<file path="src/logic/pmg_defs.vh">
// Register offsets, field positions, reset values and encodings for the proximity/gesture configuration block
`ifndef PMG_DEFS_VH
`define PMG_DEFS_VH
// Register indices and byte addresses (byte address is index times four)
`define PMG_IDX_OFFSET_DL 8'h9e
`define PMG_IDX_PD_CONFIG 8'h9f
`define PMG_IDX_ENTRY_TH 8'ha0
`define PMG_IDX_EXIT_TH 8'ha1
`define PMG_ADDR_OFFSET_DL 12'h278
`define PMG_ADDR_PD_CONFIG 12'h27c
`define PMG_ADDR_ENTRY_TH 12'h280
`define PMG_ADDR_EXIT_TH 12'h284
// Extra registers for loose control and status bits
`define PMG_ADDR_CONTROL 12'h300
`define PMG_ADDR_STATUS 12'h304
`define PMG_ADDR_EXIT_PERS 12'h308
`define PMG_ADDR_ADJ_PROX 12'h30c
`define PMG_ADDR_WIDTH 12
// Field positions in the photodiode selection register
`define PMG_BIT_PAIR_GAIN 5
`define PMG_BIT_SLEEP_AFTER_INT 4
`define PMG_BIT_MASK_UP 3
`define PMG_BIT_MASK_DOWN 2
`define PMG_BIT_MASK_LEFT 1
`define PMG_BIT_MASK_RIGHT 0
// Control register bits
`define PMG_BIT_GESTURE_OP 0
`define PMG_BIT_INT_CLEAR 1
// Reset values
`define PMG_RST_BYTE 8'h00
// Answer codes
`define PMG_RESP_OKAY 2'b00
`define PMG_RESP_SLVERR 2'b10
`endif

</file>
<file path="src/logic/pmg_gesture_fsm.v">
// Gesture entry/exit decision with exit persistence counting
`timescale 1ns/1ps
`default_nettype none
module pmg_gesture_fsm (
   input wire aclk,
   input wire aresetn,
   input wire sample_valid,
   input wire [7:0] proximity_result,
   input wire [9:0] gesture_exit_level,
   input wire [7:0] gesture_entry_threshold,
   input wire [7:0] gesture_exit_threshold,
   input wire [1:0] gesture_exit_persistence,
   input wire gesture_operation_bit,
   output reg gesture_active,
   output reg [2:0] end_count
);
   localparam ST_IDLE = 1'b0;
   localparam ST_GESTURE = 1'b1;

   reg [2:0] needed;
   wire end_seen;

   // Persistence field mapped to 1, 2, 4 or 7 consecutive ends
   always @* begin
      case (gesture_exit_persistence)
         2'd0: needed = 3'd1;
         2'd1: needed = 3'd2;
         2'd2: needed = 3'd4;
         default: needed = 3'd7;
      endcase
   end

   // Zero threshold never produces an end
   assign end_seen = (gesture_exit_threshold != 8'h00)
                   && (gesture_exit_level < {2'b00, gesture_exit_threshold});

   // One qualifying sample enters; no persistence on entry
   always @(posedge aclk) begin
      if (!aresetn) begin
         gesture_active <= ST_IDLE;
         end_count <= 3'd0;
      end else if (!gesture_operation_bit) begin
         gesture_active <= ST_IDLE;
         end_count <= 3'd0;
      end else if (sample_valid) begin
         case (gesture_active)
            ST_IDLE: begin
               end_count <= 3'd0;
               if (proximity_result >= gesture_entry_threshold) begin
                  gesture_active <= ST_GESTURE;
               end
            end
            ST_GESTURE: begin
               if (!end_seen) begin
                  end_count <= 3'd0;
               end else if (end_count + 3'd1 >= needed) begin
                  gesture_active <= ST_IDLE;
                  end_count <= 3'd0;
               end else begin
                  end_count <= end_count + 3'd1;
               end
            end
            default: begin
               gesture_active <= ST_IDLE;
            end
         endcase
      end
   end
endmodule // pmg_gesture_fsm
`default_nettype wire

</file>
<file path="src/logic/pmg_offset_apply.v">
// Sign/magnitude offset correction and pair-gain scaling of the proximity signal
`timescale 1ns/1ps
`default_nettype none
module pmg_offset_apply (
   input wire aclk,
   input wire aresetn,
   input wire [7:0] raw_up,
   input wire [7:0] raw_down,
   input wire [7:0] raw_left,
   input wire [7:0] raw_right,
   input wire [3:0] diode_mask_bits,
   input wire pair_gain,
   input wire [7:0] down_left_offset_factor,
   output reg [7:0] proximity_result
);
   wire [8:0] pair_ur;
   wire [8:0] pair_dl;
   wire [10:0] corrected;
   wire [11:0] gained;
   reg [7:0] next_result;

   // Each pair sums its unmasked diodes; masked ones contribute nothing
   assign pair_ur = {1'b0, (diode_mask_bits[3] ? 8'h00 : raw_up)}
                  + {1'b0, (diode_mask_bits[0] ? 8'h00 : raw_right)};
   assign pair_dl = {1'b0, (diode_mask_bits[2] ? 8'h00 : raw_down)}
                  + {1'b0, (diode_mask_bits[1] ? 8'h00 : raw_left)};

   // Sign bit selects subtraction of the 7-bit magnitude from the sum of both pairs
   assign corrected = down_left_offset_factor[7] ?
      ({2'b00, pair_ur} + {2'b00, pair_dl} - {4'h0, down_left_offset_factor[6:0]}) :
      ({2'b00, pair_ur} + {2'b00, pair_dl} + {4'h0, down_left_offset_factor[6:0]});

   // Doubling makes up for the half signal of a single-diode pair
   assign gained = pair_gain ? {corrected, 1'b0} : {1'b0, corrected};

   // Clamp at both ends so a large negative offset cannot wrap
   always @* begin
      if (down_left_offset_factor[7] && ({2'b00, pair_ur} + {2'b00, pair_dl}
          < {4'h0, down_left_offset_factor[6:0]})) begin
         next_result = 8'h00;
      end else if (gained > 12'h0ff) begin
         next_result = 8'hff;
      end else begin
         next_result = gained[7:0];
      end
   end

   // Unsigned 8-bit result held in a flop
   always @(posedge aclk) begin
      if (!aresetn) begin
         proximity_result <= 8'h00;
      end else begin
         proximity_result <= next_result;
      end
   end
endmodule // pmg_offset_apply
`default_nettype wire

</file>
<file path="src/logic/pmg_top.v">
// Proximity mask, offset and gesture threshold configuration block with AXI4-Lite registers
// Notes on behaviour
// - Down/left offset is sign/magnitude: bit 7 sign, low seven bits magnitude.
// - Up+right form one diode pair, down+left the other, both feed proximity.
// - A diode whose mask bit is one is left out of proximity.
// - Pair-gain bit 5 doubles the proximity signal.
// - Sleep-after-interrupt bit 4 sends device to low power at decision point.
// - Low power is left only when the host clears the interrupt.
// - Proximity result compared to entry threshold to start a gesture.
// - Persistence filter not used for gesture entry; one compare suffices.
// - Unmasked gesture diode data compared to exit threshold for gesture end.
// - Exit only after the exit persistence count of gesture ends.
// - Exit threshold zero never exits; gesture stays until mode bit cleared.
// - Persistence values 0..3 need 1st, 2nd, 4th, 7th consecutive end.
// - Proximity result is an unsigned 8-bit value.
//
// The AXI4-Lite interface to the registers was chosen for this implementation.
`timescale 1ns/1ps
`default_nettype none
`include "pmg_defs.vh"
module pmg_top (
   input wire aclk,
   input wire aresetn,
   // AXI4-Lite slave
   input wire [11:0] s_axi_awaddr,
   input wire s_axi_awvalid,
   output wire s_axi_awready,
   input wire [31:0] s_axi_wdata,
   input wire [3:0] s_axi_wstrb,
   input wire s_axi_wvalid,
   output wire s_axi_wready,
   output reg [1:0] s_axi_bresp,
   output reg s_axi_bvalid,
   input wire s_axi_bready,
   input wire [11:0] s_axi_araddr,
   input wire s_axi_arvalid,
   output wire s_axi_arready,
   output reg [31:0] s_axi_rdata,
   output reg [1:0] s_axi_rresp,
   output reg s_axi_rvalid,
   input wire s_axi_rready,
   // Photodiode samples from the front end
   input wire [7:0] diode_up,
   input wire [7:0] diode_down,
   input wire [7:0] diode_left,
   input wire [7:0] diode_right,
   input wire sample_valid,
   // Interrupt pin level and sleep decision point from the device state machine
   input wire interrupt_pin,
   input wire sleep_decision,
   // Outputs to the device
   output wire [7:0] proximity_result,
   output wire gesture_active,
   output reg low_power
);
   reg [7:0] down_left_offset_factor;
   reg [7:0] photodiode_select_config;
   reg [7:0] gesture_entry_threshold;
   reg [7:0] gesture_exit_threshold;
   reg [1:0] gesture_exit_persistence;
   reg gesture_operation_bit;
   reg int_seen;
   reg aw_held;
   reg w_held;
   reg [11:0] aw_addr;
   reg [31:0] w_data;
   reg [3:0] w_strb;
   reg [7:0] sync_up_a, sync_up_b, sync_dn_a, sync_dn_b;
   reg [7:0] sync_lf_a, sync_lf_b, sync_rt_a, sync_rt_b;
   reg [2:0] sync_ctl_a, sync_ctl_b;
   reg [9:0] gesture_exit_level;
   wire [3:0] diode_mask_bits;
   wire [2:0] end_count;
   wire do_write;
   wire clear_int_write;

   // Decode used by both read and write paths
   function is_mapped;
      input [11:0] addr;
      begin
         case (addr)
            `PMG_ADDR_OFFSET_DL, `PMG_ADDR_PD_CONFIG, `PMG_ADDR_ENTRY_TH, `PMG_ADDR_EXIT_TH,
            `PMG_ADDR_CONTROL, `PMG_ADDR_STATUS, `PMG_ADDR_EXIT_PERS, `PMG_ADDR_ADJ_PROX:
               is_mapped = 1'b1;
            default: is_mapped = 1'b0;
         endcase
      end
   endfunction

   assign diode_mask_bits = photodiode_select_config[`PMG_BIT_MASK_UP:`PMG_BIT_MASK_RIGHT];

   // Front-end pins come from another domain: two flops each before use
   always @(posedge aclk) begin
      if (!aresetn) begin
         sync_up_a <= 8'h00;
         sync_up_b <= 8'h00;
         sync_dn_a <= 8'h00;
         sync_dn_b <= 8'h00;
         sync_lf_a <= 8'h00;
         sync_lf_b <= 8'h00;
         sync_rt_a <= 8'h00;
         sync_rt_b <= 8'h00;
         sync_ctl_a <= 3'b000;
         sync_ctl_b <= 3'b000;
      end else begin
         sync_up_a <= diode_up;
         sync_up_b <= sync_up_a;
         sync_dn_a <= diode_down;
         sync_dn_b <= sync_dn_a;
         sync_lf_a <= diode_left;
         sync_lf_b <= sync_lf_a;
         sync_rt_a <= diode_right;
         sync_rt_b <= sync_rt_a;
         sync_ctl_a <= {sample_valid, interrupt_pin, sleep_decision};
         sync_ctl_b <= sync_ctl_a;
      end
   end

   // Gesture exit sum uses the same mask bits as proximity
   always @(posedge aclk) begin
      if (!aresetn) begin
         gesture_exit_level <= 10'h000;
      end else begin
         gesture_exit_level <= {2'b00, (diode_mask_bits[3] ? 8'h00 : sync_up_b)}
                             + {2'b00, (diode_mask_bits[2] ? 8'h00 : sync_dn_b)}
                             + {2'b00, (diode_mask_bits[1] ? 8'h00 : sync_lf_b)}
                             + {2'b00, (diode_mask_bits[0] ? 8'h00 : sync_rt_b)};
      end
   end

   pmg_offset_apply u_offset (
      .aclk(aclk),
      .aresetn(aresetn),
      .raw_up(sync_up_b),
      .raw_down(sync_dn_b),
      .raw_left(sync_lf_b),
      .raw_right(sync_rt_b),
      .diode_mask_bits(diode_mask_bits),
      .pair_gain(photodiode_select_config[`PMG_BIT_PAIR_GAIN]),
      .down_left_offset_factor(down_left_offset_factor),
      .proximity_result(proximity_result)
   );

   pmg_gesture_fsm u_gesture (
      .aclk(aclk),
      .aresetn(aresetn),
      .sample_valid(sync_ctl_b[2]),
      .proximity_result(proximity_result),
      .gesture_exit_level(gesture_exit_level),
      .gesture_entry_threshold(gesture_entry_threshold),
      .gesture_exit_threshold(gesture_exit_threshold),
      .gesture_exit_persistence(gesture_exit_persistence),
      .gesture_operation_bit(gesture_operation_bit),
      .gesture_active(gesture_active),
      .end_count(end_count)
   );

   // Address and data are caught independently, in either order
   assign s_axi_awready = !aw_held && !s_axi_bvalid;
   assign s_axi_wready = !w_held && !s_axi_bvalid;
   assign do_write = aw_held && w_held && !s_axi_bvalid;
   assign clear_int_write = do_write && (aw_addr == `PMG_ADDR_CONTROL) && w_strb[0]
                          && w_data[`PMG_BIT_INT_CLEAR];

   always @(posedge aclk) begin
      if (!aresetn) begin
         aw_held <= 1'b0;
         w_held <= 1'b0;
         aw_addr <= 12'h000;
         w_data <= 32'h0000_0000;
         w_strb <= 4'h0;
         s_axi_bvalid <= 1'b0;
         s_axi_bresp <= `PMG_RESP_OKAY;
      end else begin
         if (s_axi_awvalid && s_axi_awready) begin
            aw_held <= 1'b1;
            aw_addr <= {s_axi_awaddr[11:2], 2'b00};
         end
         if (s_axi_wvalid && s_axi_wready) begin
            w_held <= 1'b1;
            w_data <= s_axi_wdata;
            w_strb <= s_axi_wstrb;
         end
         if (do_write) begin
            aw_held <= 1'b0;
            w_held <= 1'b0;
            s_axi_bvalid <= 1'b1;
            s_axi_bresp <= (is_mapped(aw_addr) && aw_addr != `PMG_ADDR_STATUS
                           && aw_addr != `PMG_ADDR_ADJ_PROX) ? `PMG_RESP_OKAY : `PMG_RESP_SLVERR;
         end else if (s_axi_bvalid && s_axi_bready) begin
            s_axi_bvalid <= 1'b0;
         end
      end
   end

   // Register writes; only byte lane 0 carries data
   always @(posedge aclk) begin
      if (!aresetn) begin
         down_left_offset_factor <= `PMG_RST_BYTE;
         photodiode_select_config <= `PMG_RST_BYTE;
         gesture_entry_threshold <= `PMG_RST_BYTE;
         gesture_exit_threshold <= `PMG_RST_BYTE;
         gesture_exit_persistence <= 2'b00;
         gesture_operation_bit <= 1'b0;
      end else if (do_write && w_strb[0]) begin
         case (aw_addr)
            `PMG_ADDR_OFFSET_DL: down_left_offset_factor <= w_data[7:0];
            `PMG_ADDR_PD_CONFIG: photodiode_select_config <= w_data[7:0]; // Reserved bits stored as written
            `PMG_ADDR_ENTRY_TH: gesture_entry_threshold <= w_data[7:0];
            `PMG_ADDR_EXIT_TH: gesture_exit_threshold <= w_data[7:0];
            `PMG_ADDR_EXIT_PERS: gesture_exit_persistence <= w_data[1:0];
            `PMG_ADDR_CONTROL: gesture_operation_bit <= w_data[`PMG_BIT_GESTURE_OP];
            default: begin
            end
         endcase
      end
   end

   // Low power: enter at the decision point once an interrupt has been seen, leave on host clear
   always @(posedge aclk) begin
      if (!aresetn) begin
         low_power <= 1'b0;
         int_seen <= 1'b0;
      end else begin
         if (clear_int_write) begin
            int_seen <= 1'b0;
            low_power <= 1'b0;
         end else begin
            if (photodiode_select_config[`PMG_BIT_SLEEP_AFTER_INT] && (int_seen || sync_ctl_b[1])
                && sync_ctl_b[0]) begin
               low_power <= 1'b1;
            end
         end
         // An interrupt still up in the clear cycle is kept
         if (sync_ctl_b[1]) begin
            int_seen <= 1'b1;
         end
      end
   end

   // Reads answer one cycle after the address is taken
   assign s_axi_arready = !s_axi_rvalid;

   always @(posedge aclk) begin
      if (!aresetn) begin
         s_axi_rvalid <= 1'b0;
         s_axi_rdata <= 32'h0000_0000;
         s_axi_rresp <= `PMG_RESP_OKAY;
      end else if (s_axi_arvalid && s_axi_arready) begin
         s_axi_rvalid <= 1'b1;
         s_axi_rresp <= is_mapped({s_axi_araddr[11:2], 2'b00}) ? `PMG_RESP_OKAY : `PMG_RESP_SLVERR;
         case ({s_axi_araddr[11:2], 2'b00})
            `PMG_ADDR_OFFSET_DL: s_axi_rdata <= {24'h00_0000, down_left_offset_factor};
            `PMG_ADDR_PD_CONFIG: s_axi_rdata <= {24'h00_0000, photodiode_select_config};
            `PMG_ADDR_ENTRY_TH: s_axi_rdata <= {24'h00_0000, gesture_entry_threshold};
            `PMG_ADDR_EXIT_TH: s_axi_rdata <= {24'h00_0000, gesture_exit_threshold};
            `PMG_ADDR_CONTROL: s_axi_rdata <= {31'h0000_0000, gesture_operation_bit};
            `PMG_ADDR_STATUS: s_axi_rdata <= {27'h000_0000, end_count, low_power, gesture_active};
            `PMG_ADDR_EXIT_PERS: s_axi_rdata <= {30'h0000_0000, gesture_exit_persistence};
            `PMG_ADDR_ADJ_PROX: s_axi_rdata <= {24'h00_0000, proximity_result};
            default: s_axi_rdata <= 32'h0000_0000;
         endcase
      end else if (s_axi_rvalid && s_axi_rready) begin
         s_axi_rvalid <= 1'b0;
      end
   end
endmodule // pmg_top
`default_nettype wire

</file>
<file path="config.mk">
export PLATFORM = sky130hd
export DESIGN_NAME = pmg_top
export DESIGN_NICKNAME = d
export VERILOG_FILES = /design/src/logic/pmg_gesture_fsm.v /design/src/logic/pmg_offset_apply.v /design/src/logic/pmg_top.v
export VERILOG_INCLUDE_DIRS = /design/src /design/src/logic
export SDC_FILE = /design/constraint.sdc
export NUM_CORES = 1
export LEC_CHECK = 0
export ABC_AREA = 1
export BUFFER_PORTS_ARGS = -buffer_cell sky130_fd_sc_hd__buf_2
export CELL_PAD_IN_SITES_DETAIL_PLACEMENT = 1
export CELL_PAD_IN_SITES_GLOBAL_PLACEMENT = 2
export CORE_MARGIN = 3
export CORE_UTILIZATION = 28
export DETAILED_ROUTE_END_ITERATION = 8
export GPL_ROUTABILITY_DRIVEN = 0
export PLACE_DENSITY_LB_ADDON = 0.1
export SYNTH_ARGS = -nofsm -noshare
export SYNTH_HDL_FRONTEND = slang
export SYNTH_SLANG_ARGS = --single-unit
export TNS_END_PERCENT = 5
</file>
<file path="constraint.sdc">
create_clock -name aclk -period 3.87 [get_ports aclk]
set_input_delay 0.5805 -clock aclk [delete_from_list [all_inputs] [get_ports aclk]]
set_output_delay 0.5805 -clock aclk [all_outputs]
set_load 0.01 [all_outputs]
</file>
# [After elaboration in Yosys (flattened, before gate mapping)]
# Index checks and enable logic that the tools add are counted.
[word_totals] reg_bits=188 latchBits=0 mem_bits_rw=0 romBits=0 inputBits=102 wordCells=139 mem_count=0
[op_classes] addsub=9 multipliers=0 n_div=0 n_lt_le_gt_ge=5 n_eq_ne=20 shift=0 muxes=30 n_bitwise=2 reduce_logical=41
[ops] operator="equality test 10 x 8 -> 1 bit, second input constant" n=16
[ops] operator="one-hot mux 8 bit (8 select lines)" n=1
[ops] operator="two-way mux 8 bit" n=5
[ops] operator="adder 8 x 8 -> 9 bit" n=3
[ops] operator="!= test 10 x 8 -> 1 bit, second input constant" n=2
[ops] operator="logical AND 1 bit" n=19
[ops] operator="OR reduction 8 bit" n=2
[ops] operator="two-way mux 1 bit" n=15
[ops] operator="AND reduction 2 bit" n=7
[ops] operator="> comparator 12 x 8 -> 1 bit, second input constant" n=1
[ops] operator="two-way mux 12 bit" n=1
[ops] operator="adder 11 x 7 -> 11 bit" n=1
[ops] operator="< comparator 11 x 7 -> 1 bit" n=1
[ops] operator="two-way mux 11 bit" n=1
[ops] operator="subtractor 11 x 7 -> 11 bit" n=1
[ops] operator="adder 10 x 8 -> 10 bit" n=1
[ops] operator="adder 9 x 8 -> 10 bit" n=1
[ops] operator="adder 9 x 9 -> 10 bit" n=1
[ops] operator="< comparator 10 x 8 -> 1 bit" n=1
[ops] operator="one-hot mux 3 bit (3 select lines)" n=1
[ops] operator=">= comparator 8 bit" n=1
[ops] operator="nonzero test 8 bit" n=1
[ops] operator="two-way mux 3 bit" n=2
[ops] operator="one-hot mux 3 bit (2 select lines)" n=1
[ops] operator="12 further kinds" n=21

# [Longest topological paths before layout]
[depth] ltp_word=8 depth_mapped=29

# [Cells and area by module]
# From an unflattened synthesis, not the netlist that was laid out.
[hier_totals] hier_cells=1367 area_unflattened_um2=9715.6
[by_module_without_submodules] mod="pmg_top" instances=1 cells_each=893 area_per_inst_um2=6710.2 seq_area_each_um2=3002.9
[by_module_without_submodules] mod="pmg_offset_apply" instances=1 cells_each=359 area_per_inst_um2=2232.1 seq_area_each_um2=160.2
[by_module_without_submodules] mod="pmg_gesture_fsm" instances=1 cells_each=115 area_per_inst_um2=773.2 seq_area_each_um2=80.1

# [Worst setup path after synthesis]
# Ideal clock, no wire load.
[synth_timing] path_kind="flip-flop to flip-flop" start="register photodiode_select_config[3]" end="register u_offset.proximity_result[0]" arrival_ps=4026 required_ps=3761 setup_slack_ps=-266 path_stages_with_launch=26 path_buffers=1 cell_sequence="dfxtp_1 clkbuf_1 nor2_1 fa_1 inv_1 fa_1 inv_1 ha_1 or2_1 nand2_1 o21bai_1 xor2_1 inv_1 ha_1 inv_2 nand2_2 nor2_1 nand3_1 nand2_1 nand2_2 nor3_1 nor2_1 nor2_4 nand3_1 nand2_1 inv_1"
[synth_between] elab_chain_len=8 word_cells_on_any_way=12 classes_between="add/sub (4); order compare (2); mux (4); reduce/logical (2)"
[synth_rtl] element="start: declaration" line="pmg_top.v:57" rtl="reg [7:0] photodiode_select_config;"
[synth_rtl] element="start signal: assignment" line="pmg_top.v:200" rtl="photodiode_select_config <= `PMG_RST_BYTE;"
[synth_rtl] element="start signal: assignment" line="pmg_top.v:208" rtl="`PMG_ADDR_PD_CONFIG: photodiode_select_config <= w_data[7:0];"
[synth_rtl] element="two-way mux 8 bit (*)" line="pmg_offset_apply.v:23" rtl="assign pair_ur = {1'b0, (diode_mask_bits[3] ? 8'h00 : raw_up)}"
[synth_rtl] element="adder 8 x 8 -> 9 bit (*)" line="pmg_offset_apply.v:24" rtl="+ {1'b0, (diode_mask_bits[0] ? 8'h00 : raw_right)};"
[synth_rtl] element="adder 9 x 9 -> 10 bit (*)" line="pmg_offset_apply.v:30, pmg_offset_apply.v:31, pmg_offset_apply.v:38"
[synth_rtl] element="adder 11 x 7 -> 11 bit or subtractor 11 x 7 -> 11 bit (tied branches)" line="pmg_offset_apply.v:31, pmg_offset_apply.v:30"
[synth_rtl] element="two-way mux 11 bit" line="pmg_offset_apply.v:29" rtl="assign corrected = down_left_offset_factor[7] ?"
[synth_rtl] element="two-way mux 12 bit" line="pmg_offset_apply.v:34" rtl="assign gained = pair_gain ? {corrected, 1'b0} : {1'b0, corrected};"
[synth_rtl] element="> comparator 12 x 8 -> 1 bit" line="pmg_offset_apply.v:41" rtl="end else if (gained > 12'h0ff) begin"
[synth_rtl] element="two-way mux 8 bit" line="pmg_offset_apply.v:41"
[synth_rtl] element="end signal: assignment" line="pmg_offset_apply.v:53" rtl="proximity_result <= next_result;"
[synth_rtl] element="end: declaration" line="pmg_offset_apply.v:14" rtl="output reg [7:0] proximity_result"
# Every way passes the cells marked *; elsewhere a longest branch is shown, timed or not.
# A chain may end at the register's enable or synchronous reset.

# [Worst setup path after layout]
[layout_timing] start="register photodiode_select_config[3]" end="register u_offset.proximity_result[2]"
# The elaborated chain is that of the path after synthesis.

==> impl_metrics.json <==
{
  "status": "complete, but fails checks",
  "violations": "negative setup slack",
  "ant_nets": 0,
  "path_common_cell": "nand2_2",
  "cts-htree-levels": 4,
  "final.setup.tns_ps": -2040,
  "slew-limit-headroom_pct": 48.7,
  "required_ps": 4190,
  "grt_pass1_wl_mm": 38.8,
  "die_x_um": 178,
  "synth_top_flop_cell": "dfxtp_1",
  "min_from": "diode_left[4]",
  "crit_buf_inv": 6,
  "antennaDiodeCount": 0,
  "worstSetupEndpointType": "flip-flop",
  "antenna_found_initial": 0,
  "port_buffers": 95,
  "slew_viol_final": 0,
  "post-dp-hpwl_mm": 18.3,
  "track_usage_pct": 15.6,
  "firstDrtPassIters": 4,
  "crit_path_max_fanout": 8,
  "drt_first_iter_violations": 254,
  "fin_crit_ps": 4140,
  "io_pins": 153,
  "yosysUniqueCellTypes": 48,
  "power_density_nw_per_um2": 416,
  "clkTransAtPathRegs_ps": 80,
  "grt-ovfl-total": 0,
  "drive_gt1_share_pct": 23.0,
  "cp_top_family": "adder cells",
  "place_inst": 1627,
  "die_area_sq_um": 31700,
  "r2r-start": "photodiode_select_config[3]",
  "vias_per_cell": 4.27,
  "insertion_delay_ps": 430,
  "place_ws_ps": -526,
  "crit_start": "photodiode_select_config[3]",
  "grt_max_degree": 73,
  "syn2layout_area_growth_pct": 26.1,
  "r2r_setup_slack_ps": -270,
  "synth-async-reset-ratio_pct": 0,
  "vias": 7182,
  "path_class": "reg2reg",
  "synth_seq_cells": 162,
  "avgSynthCellArea_sq_um": 7.33,
  "syn_inst": 1130,
  "hp-class": "in2reg",
  "cts.sinks": 162,
  "wl_mm": 23.8,
  "irDropWorstVdd_v": 0.000292,
  "fp.coreArea_sq_um": 28900,
  "slowest_stage": "fa_1",
  "drc": 0,
  "cts_tree": "yes",
  "p_leak_nw": 5.35,
  "critPathLaunchType": "flip-flop",
  "crit_path_max_incr_delay_ps": 530,
  "clock_path_buffers": 2,
  "nets": 1450,
  "holdBufCountCts": 0,
  "clock-skew-final_ps": 17.4,
  "cts_made_buffers": 17,
  "grt_pass1_vias": 7406,
  "top_regs": "aw_addr x10, gesture_exit_level x10",
  "critPathArrivalTime_ps": 4450,
  "fmax_mhz": 242,
  "cts_root_buffer": "clkbuf_16",
  "start_util_pct": 28.6,
  "min_period_over_period_pct": 107,
  "fp.dieH_um": 178,
  "ys_seq_area_share_pct": 39.2,
  "tightest_slew_ps": 767,
  "final_cells": 1682,
  "avgRoutedWirePerCell_um": 14.2,
  "cap_violations": 0,
  "synth_area_sq_um": 8280,
  "yosys_warnings": 0,
  "postLayoutSetupSlackWorst_ps": -267,
  "rsz0062_at_grt": "yes",
  "hold_violations": 0,
  "synth_edf_count": 0,
  "num_rows": 62,
  "setup_violations": 8
}
==> synthesized netlist by cell type, types with 2 or more instances <==
| cell | n | area share, % |
|---|---|---|
| a211oi_1 | 8 | 0.73 |
| a21oi_1 | 72 | 4.4 |
| a21oi_2 | 2 | 0.21 |
| a31oi_1 | 2 | 0.15 |
| buf_2 | 5 | 0.30 |
| buf_4 | 29 | 2.6 |
| clkbuf_1 | 21 | 0.95 |
| clkinv_1 | 2 | 0.091 |
| dfxtp_1 | 162 | 39 |
| fa_1 | 18 | 4.4 |
| ha_1 | 45 | 6.8 |
| inv_1 | 221 | 10 |
| inv_2 | 8 | 0.36 |
| nand2_1 | 234 | 11 |
| nand2_2 | 8 | 0.60 |
| nand2_4 | 2 | 0.27 |
| nand3_1 | 49 | 3.0 |
| nand3_2 | 5 | 0.60 |
| nand3b_1 | 2 | 0.18 |
| nand4_1 | 14 | 1.1 |
| nor2_1 | 98 | 4.4 |
| nor2_4 | 3 | 0.41 |
| nor3_1 | 6 | 0.36 |
| nor3_2 | 2 | 0.24 |
| nor4_1 | 2 | 0.15 |
| nor4_2 | 2 | 0.30 |
| o211ai_1 | 3 | 0.27 |
| o21ai_0 | 76 | 4.6 |
| o21ai_1 | 3 | 0.18 |
| o31ai_1 | 2 | 0.18 |
| xor2_1 | 7 | 0.74 |
==> per-layer routing <==
layer,routed length [um],track usage (%)
met4,280,4.16
met5,0,0
met2,11000,25.8
met1,11900,21.4
met3,640,2.00
==> placed cells by master (no fill, tap or decap), types with 3 or more instances in the layout <==
master | synthesis | final
inv_2 | 8 | 15
o21ai_0 | 76 | 75
nand3_1 | 49 | 41
buf_4 | 29 | 71
o211ai_1 | 3 | 3
ha_1 | 45 | 35
dfxtp_4 | 0 | 3
nor2_1 | 98 | 88
o21ai_1 | 3 | 4
nor3_1 | 6 | 5
dfxtp_1 | 162 | 159
nor2_2 | 1 | 9
conb_1 | 1 | 26
a21oi_1 | 72 | 72
fa_1 | 18 | 16
inv_6 | 0 | 4
buf_2 | 5 | 94
clkbuf_16 | 0 | 17
ha_4 | 0 | 8
nand4_1 | 14 | 14
xor2_1 | 7 | 6
nor2_4 | 3 | 5
nand2_2 | 8 | 22
nand3_2 | 5 | 13
inv_8 | 0 | 4
inv_1 | 221 | 212
a211oi_1 | 8 | 8
clkinv_8 | 0 | 4
nand2_4 | 2 | 3
nand2_1 | 234 | 219
==> report_power, final <==
group / switching, mW / internal, mW
clock network: 0.808 / 0.867
registers: 0.0521 / 1.75
logic: 0.485 / 0.382
==> final timing paths <==
check,cells after the start,to
max reg2reg,27,u_offset.proximity_result[2]
min reg2reg,2,sync_dn_b[6]
min,3,sync_lf_a[4]
max,27,u_offset.proximity_result[2]
==> what timing repair did <==
action                     CTS  global route
resized for setup           52            11
pin swaps                   34             9
gates cloned                 0             0
buffers inserted            21             2
setup endpoints to repair    8             8
==> worst min-delay path, stage by stage <==
cell	delay (ps)
buf_2	70
nand2_1	40
inv_1	40
==> through the flow <==
step / hold slack (ps) / cell area (sq um) / utilization, % / power (mW)
CTS: 302 / 10400 / 35.9 / 4.42
finish: 326 / 10400 / 36.1 / 4.34
detailed placement: 402 / 9430 / 32.6 / 2.62
floorplan: 390 / 8450 / - / 2.33
global placement: 399 / 9430 / 32.6 / 2.61
global route: 315 / 10400 / 36.1 / 4.62
==> logic make-up (layout without fill, tap and decap cells) <==
group / Yosys count / after routing / share of synthesized area [%]
buffers and inverters: 288 / 431 / 14.5
XOR/XNOR: 8 / 8 / 0.846
other: 1 / 26 / 0.0453
AO/OA/AOI/OAI: 174 / 174 / 11.2
multiplexers: 1 / 1 / 0.121
adder cells (fa/ha/maj): 63 / 63 / 11.1
AND/OR/NAND/NOR: 433 / 433 / 22.9
flip-flops: 162 / 162 / 39.2
==> cell type report <==
type,instances,area [sq um]
clock buffers,17,425
clock inverters,15,163
fillers,3613,18500
inverters,231,872
multi-input cells,705,4200
flip-flops and latches,162,3250
well taps,384,480
repair buffers,168,1050
Note: power is estimated with default switching activity, not from simulation.
